`src/spcg_pkg.sv`:
```
// constants, register map and state record of the clock gating block
// assumes a classic wishbone master and a 125 MHz system clock
//
// Overview of operation
// a one in the processor clock bit of the disable register stops that clock
// a one in the host port bit of the disable register gates both host clocks
// a one in the device port bit of the disable register gates its clock
// a one in a programmable output bit of the disable register stops that output
// the state register shows the processor clock as running or stopped
// the state register shows the host port and device port clocks separately
// the state register shows each programmable output as enabled or not
// a one in bit x of peripheral enable starts clock x, x from 2 to 31; the code builds only x from 2 to 18
// bits of peripherals that are not built change nothing at all
// a one in bit x of peripheral disable stops clock x; zeros do nothing
// the peripheral state register shows each peripheral clock as on or off
// oscillator enable starts the oscillator; software keeps bypass low meanwhile
// the stable flag rises only after the whole start-up time has passed
// the start-up field counts slow clock cycles times eight
// bypass sets the stable flag at once; software keeps enable low then
// with enable and bypass both low the stable flag is cleared
// the frequency field holds main clock cycles seen in 16 slow periods
// measurement ready reads one only once enabled and a count is valid
// software always writes one to bit 29 of the pll register
// pll divider: zero gives no output, one bypasses, else divides by value
// after a pll write the lock flag waits the programmed slow cycles
// multiplier zero turns the pll off, otherwise output scales by value plus one
// the enable register sets the same system gates; both host clocks together
// each state bit is one gate flop, set by enable and cleared by disable
// any pll write clears the lock flag and restarts its counter
package spcg_pkg;
	// register byte offsets
	localparam logic [7:0] OFF_SYS_EN = 8'h00;
	localparam logic [7:0] OFF_SYS_DIS = 8'h04;
	localparam logic [7:0] OFF_SYS_STATE = 8'h08;
	localparam logic [7:0] OFF_PER_EN = 8'h10;
	localparam logic [7:0] OFF_PER_DIS = 8'h14;
	localparam logic [7:0] OFF_PER_STATE = 8'h18;
	localparam logic [7:0] OFF_OSC_CTRL = 8'h20;
	localparam logic [7:0] OFF_FREQ = 8'h24;
	localparam logic [7:0] OFF_PLLA = 8'h28;
	localparam logic [7:0] OFF_FLAGS = 8'h68;
	// system gate bits and masks
	localparam int PROC_BIT = 0;
	localparam int HOST_BIT = 6;
	localparam int DEV_BIT = 7;
	localparam int PROG0_BIT = 8;
	localparam int PROG1_BIT = 9;
	localparam logic [31:0] SYS_MASK = 32'h0000_03c1;
	localparam logic [31:0] SYS_RESET = 32'h0000_0003;
	localparam logic [31:0] PER_IMPL = 32'h0007_fffc;
	// oscillator control fields
	localparam int OSC_EN_BIT = 0;
	localparam int OSC_BYP_BIT = 1;
	localparam int OSC_CNT_LSB = 8;
	localparam int OSC_CNT_W = 8;
	localparam int OSC_MULT_SHIFT = 3;
	localparam int OSC_TGT_W = OSC_CNT_W + OSC_MULT_SHIFT;
	// frequency measurement fields
	localparam int FREQ_W = 16;
	localparam int FREQ_RDY_BIT = 16;
	localparam logic [3:0] MEAS_LAST = 4'hf;
	// pll a fields
	localparam int DIV_LSB = 0;
	localparam int DIV_W = 8;
	localparam int LCNT_LSB = 8;
	localparam int LCNT_W = 6;
	localparam int RANGE_LSB = 14;
	localparam int RANGE_W = 2;
	localparam int MUL_LSB = 16;
	localparam int MUL_W = 11;
	localparam int FIXED_BIT = 29;
	localparam logic [31:0] PLLA_RESET = 32'h0000_3f00;
	// flag register bits
	localparam int STABLE_BIT = 0;
	localparam int LOCK_BIT = 1;
	// slow clock period and the cycle count derived from it
	localparam int CLK_PERIOD_PS = 8000;
	localparam int SLOW_PERIOD_PS = 30518;
	localparam int SLOW_TICK_CYC = SLOW_PERIOD_PS / CLK_PERIOD_PS;
	localparam int TICK_W = 12;

	typedef struct packed {
		logic ack;
		logic [31:0] rdata;
		logic [31:0] sys;
		logic [31:0] per;
		logic osc_en;
		logic osc_byp;
		logic [OSC_CNT_W-1:0] osc_cnt;
		logic stable;
		logic [OSC_TGT_W-1:0] st_cnt;
		logic [TICK_W-1:0] tick_cnt;
		logic tick;
		logic meas_on;
		logic [3:0] meas_win;
		logic [FREQ_W-1:0] edges;
		logic [FREQ_W-1:0] freq;
		logic freq_rdy;
		logic [DIV_W-1:0] div;
		logic [LCNT_W-1:0] lcnt_cfg;
		logic [RANGE_W-1:0] range;
		logic [MUL_W-1:0] mul;
		logic fixed;
		logic [LCNT_W-1:0] lcnt;
		logic lock;
		logic pll_on;
		logic s1;
		logic s2;
		logic s3;
		logic lvl;
	} spcg_state_s;
endpackage

```
`src/spcg_top.sv`:
```
// clock gating, oscillator and pll a control behind a wishbone slave
// assumes a classic wishbone master on clk_i and a main clock on a pin
`timescale 1ns/100ps
`default_nettype none
module spcg_top #(
	parameter int SLOW_TICK_CYCLES = spcg_pkg::SLOW_TICK_CYC
) (
	// clock and reset
	input wire logic clk_i,
	input wire logic rst_i,
	// wishbone slave
	input wire logic cyc_i,
	input wire logic stb_i,
	input wire logic we_i,
	input wire logic [7:0] adr_i,
	input wire logic [3:0] sel_i,
	input wire logic [31:0] dat_i,
	output logic [31:0] dat_o,
	output logic ack_o,
	// main clock pin, sampled for frequency measurement
	input wire logic main_clk_i,
	// gate enables
	output logic proc_clk_en_o,
	output logic host_port_clock_en_o,
	output logic device_port_clock_en_o,
	output logic [1:0] prog_out_en_o,
	output logic [31:0] periph_clk_en_o,
	// oscillator and pll a controls
	output logic osc_enable_o,
	output logic osc_bypass_o,
	output logic osc_stable_o,
	output logic [7:0] pll_a_predivider_o,
	output logic [10:0] pll_a_multiplier_o,
	output logic [1:0] pll_a_frequency_range_o,
	output logic pll_a_on_o,
	output logic pll_a_lock_o
);
	spcg_pkg::spcg_state_s st_reg;
	spcg_pkg::spcg_state_s st_next;
	logic [31:0] wmask;
	logic [31:0] wd;
	logic req;
	logic wr;
	logic [31:0] sys_gate_w;
	logic [31:0] per_gate_w;
	logic [31:0] osc_rd;
	logic [31:0] pll_rd;
	logic [spcg_pkg::OSC_TGT_W-1:0] st_target;
	// divider end count, cut to the counter width on purpose
	localparam int TICK_LAST_I = SLOW_TICK_CYCLES - 1;
	localparam logic [spcg_pkg::TICK_W-1:0] TICK_LAST =
		TICK_LAST_I[spcg_pkg::TICK_W-1:0];

	// byte enables mask the write data of the gate registers; unselected lanes act as zeros
	assign wmask = {{8{sel_i[3]}}, {8{sel_i[2]}}, {8{sel_i[1]}}, {8{sel_i[0]}}};
	assign wd = dat_i & wmask;
	assign req = cyc_i & stb_i & ~st_reg.ack;
	assign wr = req & we_i;
	assign st_target = {st_reg.osc_cnt, {spcg_pkg::OSC_MULT_SHIFT{1'b0}}};

	// one gate flop per bit; enable sets, disable clears, reads leave it
	for (genvar i = 0; i < 32; i++) begin : g_gate
		always_comb begin
			sys_gate_w[i] = st_reg.sys[i];
			per_gate_w[i] = st_reg.per[i];
			if (spcg_pkg::SYS_MASK[i]) begin
				if (wr && adr_i == spcg_pkg::OFF_SYS_EN && wd[i]) begin
					sys_gate_w[i] = 1'b1;
				end else if (wr && adr_i == spcg_pkg::OFF_SYS_DIS && wd[i]) begin
					sys_gate_w[i] = 1'b0;
				end
			end
			// unbuilt peripherals keep a constant zero
			if (spcg_pkg::PER_IMPL[i]) begin
				if (wr && adr_i == spcg_pkg::OFF_PER_EN && wd[i]) begin
					per_gate_w[i] = 1'b1;
				end else if (wr && adr_i == spcg_pkg::OFF_PER_DIS && wd[i]) begin
					per_gate_w[i] = 1'b0;
				end
			end
		end
	end

	// read images of the two read/write registers
	always_comb begin
		osc_rd = '0;
		osc_rd[spcg_pkg::OSC_EN_BIT] = st_reg.osc_en;
		osc_rd[spcg_pkg::OSC_BYP_BIT] = st_reg.osc_byp;
		osc_rd[spcg_pkg::OSC_CNT_LSB +: spcg_pkg::OSC_CNT_W] = st_reg.osc_cnt;
		pll_rd = '0;
		pll_rd[spcg_pkg::DIV_LSB +: spcg_pkg::DIV_W] = st_reg.div;
		pll_rd[spcg_pkg::LCNT_LSB +: spcg_pkg::LCNT_W] = st_reg.lcnt_cfg;
		pll_rd[spcg_pkg::RANGE_LSB +: spcg_pkg::RANGE_W] = st_reg.range;
		pll_rd[spcg_pkg::MUL_LSB +: spcg_pkg::MUL_W] = st_reg.mul;
		pll_rd[spcg_pkg::FIXED_BIT] = st_reg.fixed;
	end

	// next state of the whole block
	always_comb begin
		st_next = st_reg;
		st_next.sys = sys_gate_w & spcg_pkg::SYS_MASK;
		st_next.per = per_gate_w;
		// wishbone: answer one cycle after the strobe, drop ack next cycle
		st_next.ack = req;
		st_next.rdata = '0;
		if (req && !we_i) begin
			case (adr_i)
				spcg_pkg::OFF_SYS_STATE: st_next.rdata = st_reg.sys;
				spcg_pkg::OFF_PER_STATE: st_next.rdata = st_reg.per;
				spcg_pkg::OFF_OSC_CTRL: st_next.rdata = osc_rd;
				spcg_pkg::OFF_FREQ: begin
					st_next.rdata[spcg_pkg::FREQ_W-1:0] = st_reg.freq;
					st_next.rdata[spcg_pkg::FREQ_RDY_BIT] = st_reg.freq_rdy;
				end
				spcg_pkg::OFF_PLLA: st_next.rdata = pll_rd;
				spcg_pkg::OFF_FLAGS: begin
					st_next.rdata[spcg_pkg::STABLE_BIT] = st_reg.stable;
					st_next.rdata[spcg_pkg::LOCK_BIT] = st_reg.lock;
				end
				default: st_next.rdata = '0;
			endcase
		end
		// slow clock enable pulse from a divider of the system clock
		st_next.tick = 1'b0;
		if (st_reg.tick_cnt >= TICK_LAST) begin
			st_next.tick_cnt = '0;
			st_next.tick = 1'b1;
		end else begin
			st_next.tick_cnt = st_reg.tick_cnt + 1'b1;
		end
		// main clock pin: level changes once stages two and three agree
		st_next.s1 = main_clk_i;
		st_next.s2 = st_reg.s1;
		st_next.s3 = st_reg.s2;
		if (st_reg.s2 == st_reg.s3) begin
			st_next.lvl = st_reg.s3;
		end
		// oscillator control write; bypass with enable is the user's fault
		if (wr && adr_i == spcg_pkg::OFF_OSC_CTRL) begin
			if (sel_i[0]) begin
				st_next.osc_en = dat_i[spcg_pkg::OSC_EN_BIT];
				st_next.osc_byp = dat_i[spcg_pkg::OSC_BYP_BIT];
			end
			if (sel_i[1]) begin
				st_next.osc_cnt = dat_i[spcg_pkg::OSC_CNT_LSB +: spcg_pkg::OSC_CNT_W];
			end
		end
		// stable flag: bypass at once, enable after the start-up time
		if (st_reg.osc_byp) begin
			st_next.stable = 1'b1;
		end else if (!st_reg.osc_en) begin
			st_next.stable = 1'b0;
			st_next.st_cnt = '0;
		end else if (!st_reg.stable && st_reg.tick) begin
			if (st_reg.st_cnt >= st_target) begin
				st_next.stable = 1'b1;
			end else begin
				st_next.st_cnt = st_reg.st_cnt + 1'b1;
			end
		end
		// one-shot measurement over sixteen slow periods once stable
		if (!st_reg.osc_en && !st_reg.osc_byp) begin
			st_next.freq_rdy = 1'b0;
			st_next.meas_on = 1'b0;
		end else if (st_reg.meas_on) begin
			if (st_reg.lvl != st_reg.s3 && st_reg.s3 && st_reg.s2 == st_reg.s3) begin
				st_next.edges = st_reg.edges + 1'b1;
			end
			if (st_reg.tick) begin
				st_next.meas_win = st_reg.meas_win + 1'b1;
				if (st_reg.meas_win == spcg_pkg::MEAS_LAST) begin
					st_next.freq = st_next.edges;
					st_next.freq_rdy = 1'b1;
					st_next.meas_on = 1'b0;
				end
			end
		end else if (!st_reg.freq_rdy && st_reg.stable && st_reg.tick) begin
			st_next.meas_on = 1'b1;
			st_next.meas_win = '0;
			st_next.edges = '0;
		end
		// pll lock counter counts down one per slow tick
		if (st_reg.lcnt != '0) begin
			if (st_reg.tick) begin
				st_next.lcnt = st_reg.lcnt - 1'b1;
			end
		end else begin
			st_next.lock = 1'b1;
		end
		// pll a write: any write, whatever sel_i, loads every field and restarts the lock wait
		if (wr && adr_i == spcg_pkg::OFF_PLLA) begin
			st_next.div = dat_i[spcg_pkg::DIV_LSB +: spcg_pkg::DIV_W];
			st_next.lcnt_cfg = dat_i[spcg_pkg::LCNT_LSB +: spcg_pkg::LCNT_W];
			st_next.range = dat_i[spcg_pkg::RANGE_LSB +: spcg_pkg::RANGE_W];
			st_next.mul = dat_i[spcg_pkg::MUL_LSB +: spcg_pkg::MUL_W];
			st_next.fixed = dat_i[spcg_pkg::FIXED_BIT];
			st_next.lcnt = dat_i[spcg_pkg::LCNT_LSB +: spcg_pkg::LCNT_W];
			st_next.lock = 1'b0;
		end
		// zero divider or zero multiplier leaves no pll output
		st_next.pll_on = (st_next.div != '0) && (st_next.mul != '0);
	end

	// register the whole state; reset loads constants only
	always_ff @(posedge clk_i) begin
		if (rst_i) begin
			st_reg <= '0;
			st_reg.sys <= spcg_pkg::SYS_RESET & spcg_pkg::SYS_MASK;
			st_reg.lcnt_cfg <= spcg_pkg::PLLA_RESET[spcg_pkg::LCNT_LSB +: spcg_pkg::LCNT_W];
			st_reg.lcnt <= spcg_pkg::PLLA_RESET[spcg_pkg::LCNT_LSB +: spcg_pkg::LCNT_W];
		end else begin
			st_reg <= st_next;
		end
	end

	// outputs straight from state flops
	assign dat_o = st_reg.rdata;
	assign ack_o = st_reg.ack;
	assign proc_clk_en_o = st_reg.sys[spcg_pkg::PROC_BIT];
	assign host_port_clock_en_o = st_reg.sys[spcg_pkg::HOST_BIT];
	assign device_port_clock_en_o = st_reg.sys[spcg_pkg::DEV_BIT];
	assign prog_out_en_o = st_reg.sys[spcg_pkg::PROG1_BIT:spcg_pkg::PROG0_BIT];
	assign periph_clk_en_o = st_reg.per;
	assign osc_enable_o = st_reg.osc_en;
	assign osc_bypass_o = st_reg.osc_byp;
	assign osc_stable_o = st_reg.stable;
	assign pll_a_predivider_o = st_reg.div;
	assign pll_a_multiplier_o = st_reg.mul;
	assign pll_a_frequency_range_o = st_reg.range;
	assign pll_a_on_o = st_reg.pll_on;
	assign pll_a_lock_o = st_reg.lock;
endmodule
`default_nettype wire

```
`config.mk`:
```
export PLATFORM = sky130hd
export DESIGN_NAME = spcg_top
export DESIGN_NICKNAME = d
export VERILOG_FILES = /design/src/spcg_pkg.sv /design/src/spcg_top.sv
export SDC_FILE = /design/constraint.sdc
export NUM_CORES = 1
export LEC_CHECK = 0
export ABC_AREA = 1
export BUFFER_PORTS_ARGS = -buffer_cell sky130_fd_sc_hd__buf_2
export CAP_MARGIN = 10
export CORE_ASPECT_RATIO = 0.75
export CORE_MARGIN = 1
export CORE_UTILIZATION = 40
export DETAILED_ROUTE_END_ITERATION = 6
export PLACE_DENSITY = 0.61
export RECOVER_POWER = 100
export SYNTH_ARGS = -nofsm -noshare
export SYNTH_HDL_FRONTEND = slang
export SYNTH_SLANG_ARGS = --single-unit
```
`constraint.sdc`:
```
create_clock -name clk_i -period 2 [get_ports clk_i]
set_input_delay 0.5 -clock clk_i [delete_from_list [all_inputs] [get_ports clk_i]]
set_output_delay 0.5 -clock clk_i [all_outputs]
set_load 0.02 [all_outputs]
```
After elaboration in Yosys (flattened, before gate mapping):

Cells that the tools add are included.
Widths: inputs -> output; s select.

* register bits after elaboration: 195
* input bits: 50
* output and inout port bits: 96
* logic and storage cells: 246

* add/subtract/negate cells: 5
* magnitude comparators: 2
* equal/unequal tests: 17
* muxes and demuxes: 60
* bitwise operators: 8
* reductions and logical operators: 105

Operators by type and width (number)
* $pmux 15 s5: 1
* $logic_and 1x1->1: 58
* $reduce_bool 2->1: 24
* $mux 1: 47
* $pmux 15 s3: 1
* $mux 21: 2
* $mux 35: 1
* $eq 8x5->1 const B: 3
* $eq 8x6->1 const B: 3
* $mux 12: 2
* $and 19x19->19: 1
* $add 16x1->16 const B: 1
* $mux 16: 1
* $add 12x1->12 const B: 1
* $ge 12x2->1 const B: 1
* $mux 6: 2
* $add 11x1->11 const B: 1
* $ge 11x11->1: 1
* $mux 11: 1
* $reduce_bool 11->1: 1
* $pmux 2 s5: 1
* $reduce_and 2->1: 5
* $reduce_or 2->1: 5
* $reduce_and 3->1: 3
* 19 further kinds: 30

Depth between registers and ports, before layout:

* depth after elaboration: 7
* gate-level depth with buffers: 13
* mapped depth without buffers: 12

Least setup slack after synthesis:

Ideal clock, no wire load.

* path type: reg2reg
* start: register st_reg[95] in the netlist's numbering
* end: register st_reg[101] in the netlist's numbering
* library setup time: 0.116 ns
* arrival: 1.565 ns
* required time: 1.884 ns
* setup slack: 0.319 ns
* cell stages (with the launch flop): 12
* buffers on the path: 1
* clock period less this slack: 1.681 ns
* path through: dfxtp_1 > ha_1 > inv_1 > nor2_1 > nor2_1 > o21ai_0 > nand2_1 > nand3_1 > nand2_1 > buf_2 > o21ai_0 > nor2_1

* cells in the longest elaborated chain, start to end: 4
* elaborated cells on any way between the ends: 7
* classes of those cells: add/sub (1); order compare (1); eq/ne (1); mux (3); reduce/logical (1)

Ends and longest elaborated chain
* from (decl): line spcg_top.sv:38 `spcg_pkg::spcg_state_s st_reg;`
* from (signal assigned): line spcg_top.sv:212 `st_reg <= st_next;`
* $add 11x1->11: line spcg_top.sv:158 `st_next.st_cnt = st_reg.st_cnt + 1'b1;`
* $mux 11: line spcg_top.sv:155 `if (st_reg.st_cnt >= st_target) begin`
* $mux 12: line spcg_top.sv:154 `end else if (!st_reg.stable && st_reg.tick) begin`
* $mux 12: line spcg_top.sv:151 `end else if (!st_reg.osc_en) begin`

Several ways; a longest one is shown, not always the timed one. The select of a mux whose other input is x is not followed.
A chain may end at the register's enable or synchronous reset.

==> summary.md <==
| Metric | Value |
|---|---|
| Status | finished, final reports clean |
| Final hold slack | 269 ps |
| Fillers | between 2000 and 2500 |
| Max_slew headroom | 35.6% |
| Yosys top cell area share | 41.2% |
| Maximum clock rate | 0.538 GHz |
| RR Startpoint | st_reg[99] |
| Clock Skew | a little over 7 ps |
| Register area share after synthesis | 41.2% |
| Ys Warns | 0 |
| Area leader, netlist | dfxtp_1 |
| Nature of the critical path startpoint | input port |
| Setup CP Type | input port to flop |
| Syn Inst Count | 1096 |
| Yosys cell types | 42 |
| Layout Utilization | 45.9% |
| CTS Buffer Depth | 2 |
| PortBufs | 121 |
| Worst hold start | main_clk_i |
| Initial antenna violation count | 1 |
| Post-CTS sizing | 0 |
| Max reg flops | 70 |
| CP arrival | 2170 ps |
| Pwr Density | 772 nW/um2 |
| Dpl ws | -8.99 ps |
| Crit. End Element | flop |
| Slowest stage delay, CP | a little under 600 ps |
| Nets@finish | about 1200 |
| Post-DP HPWL | 15800 um |
| Least-Margin Pin Slew | 966 ps |
| Xor-xnor portion of the synthesized cell area | 1.98% |
| Wire per inst | around 15 um |
| GRT Util Overall | around a fifth |
| Final Power | 0.00688 W |
| Root Buffer | clkbuf_16 |
| Clk slew on worst S/H paths | 60 ps |
| Final worst-path cycle share | 93.0% |
| Syn_area_per_cell | 7.27 um2 |
| Reg2Reg Capture Point | st_reg[92] |
| Die height | 124 um |
| RSZ-0062 raised after global routing | false |
| Endpoints failing hold | 0 |
| # DRC | 0 |
| Crit Path Max Fanout | 43 |
| Post-synthesis register bit count | 164 |
| Path depth of the worst reg2reg path | 10 |
| # Max-Cap Violations | 0 |
| Multiplexer share of the synthesized area | 0% |
| Total CTS buffers | 17 |
| Routed WL | ~21000 um |
| Required @ worst endpoint | 2310 ps |
| Vias | 7006 |
| Starting Density | between 40% and 50% |
| Largest net degree at the start of global routing | between 40 and 50 |
| Leakage | 3.75 nW |
| Final Max Tran Viols | 0 |
| Synth Area in Simple Gates | 24.1% |
| Vias in the first global route | 6133 |
| Hold path depth | 3 |
| CTS HTree Levels | 4 |
| Reg-to-reg slack, setup | roughly 150 ps |
| Bufs and invs on worst path | 3 |
| Worst skew pair latency | 430 ps |
| RePlAce Congestion | 0.850 |
| Complex-gate fraction of the synthesized area | around 14% |
| Clk sink count | between 150 and 200 |
| Critical path's slowest cell | clkbuf_2 |
| Synthesis-to-finish area growth | 11.9% |
| Max IR drop VDD | 492 uV |
| IO Pins | 146 |
| Post-Syn Area | 7960 um2 |
| Top delay family on crit path | buffers and inverters |
| # Post-CTS Setup Buffers | 0 |
| TritonCTS clock tree | done |
| Routed vias/inst | between 4 and 5 |
| Post-CTS Hold Buffers | 0 |
| Layout cells sized above 1 | 11.4% |
| Site Rows | 44 |
| Die ar. | ~20000 um2 |
| Grt total ovfl | 0 |
| CP Cell Sequence | clkbuf_1 -> inv_1 -> clkbuf_2 -> o21ai_0 -> nor2_1 |
| First-pass GRT wire length | 33000 um |
| DIE WIDTH | 165 um |
| Core box area | 19400 um2 |
| Router iterations before antenna repair | 5 |
| Hold EP | st_next[2] |
| Post-layout worst setup margin | 140 ps |
| Post-synthesis adder-cell area fraction | 2.36% |
| Detailed Route Iter0 Violations | 722 |
| Main combinational cell family by area after synthesis | simple AND/OR/NAND/NOR gates |
| Synth area leaders | dfxtp_1 41%, nand2_1 11%, buf_4 8.4%, a21oi_1 6.2%, inv_1 5.9% |
| Post-route minimum period | 1860 ps |
| Min-delay worst type | input port to flop |
| Endpoints failing setup | 0 |
| Post-route ant nets | 0 |
## tightest hold or removal path, cell delays in order
cell and delay [ps]:
buf_2 70, inv_1 30, nor2_1 60
## layer usage
metal / part of all wire [%] / track usage (%) / vias up / wire, um
li1: - / - / 3584 / -
met1: 52 / 31.4 / 3221 / 11000
met2: 42 / 29.5 / 177 / 8880
met3: 4.7 / 4.08 / 24 / 989
met4: 1.3 / 6.75 / 0 / 284
met5: 0 / 0 / - / 0
## Yosys cell counts, drive strengths merged
cell type,count
o211ai,5
clkbuf,16
o21ai,76
a211oi,3
clkinv,2
and3,2
nor4,4
nand3,56
nor2,101
or2,7
dfxtp,164
o221ai,1
a31oi,5
o2111ai,3
nand4,9
a21o,1
o22ai,7
nor3,20
nor3b,4
conb,1
inv,131
a221oi,1
xnor2,5
xor2,13
a21oi,99
ha,15
nand2,237
buf,106
a41oi,1
nand3b,1
## cell type report
class	instances	area (um2)	area share [%]
repair buffers	164	793	8.90
diodes	1	2.50	0.0281
inverters	133	499	5.60
well taps	253	317	3.55
multi-input cells	704	3430	38.4
clock inverters	14	151	1.70
clock buffers	18	439	4.93
flip-flops and latches	164	3280	36.8
## cells in the final DEF (no fill, tap or decap), types with 25 or more instances in the layout
cell,count
inv_1,127
o21ai_0,74
a21oi_1,99
clkbuf_1,86
buf_4,25
nor2_1,93
nand2_1,233
nand3_1,54
buf_2,41
conb_1,28
dfxtp_1,164
## through the flow
stage	instance area (um2)	setup TNS, ps	std cells
after floorplan	8070	0	1123
after CTS	9100	0	1450
after global placement	8510	0	1418
after global routing	8910	0	1451
after detailed placement	8510	-8.99	1418
final	8910	0	1451
## cells by family after synthesis
kind of cell,after synthesis
compound gates,202
xor+xnor,18
fa+ha+maj,15
buf+inv,255
flops,164
other cells,1
simple gates,441
## how the worst max path moves through the flow
stage               startpoint            endpoint  cells after the start
finish                   rst_i          st_reg[75]                      5
global route             ack_o  periph_clk_en_o[2]                      8
CTS                 osc_rd[15]          st_reg[92]                     10
detailed placement    adr_i[0]          osc_rd[15]                      9
global placement      adr_i[0]           osc_rd[9]                      9
floorplan           st_reg[95]         st_reg[101]                     11
## power breakdown
part	total [W]	internal [W]	switching, W
logic	0.000263	0.0000715	0.000192
clock network	0.00331	0.00189	0.00143
registers	0.00330	0.00329	0.0000119
total	0.00688	0.00525	0.00163
Note: power is estimated with default switching activity, not from simulation.
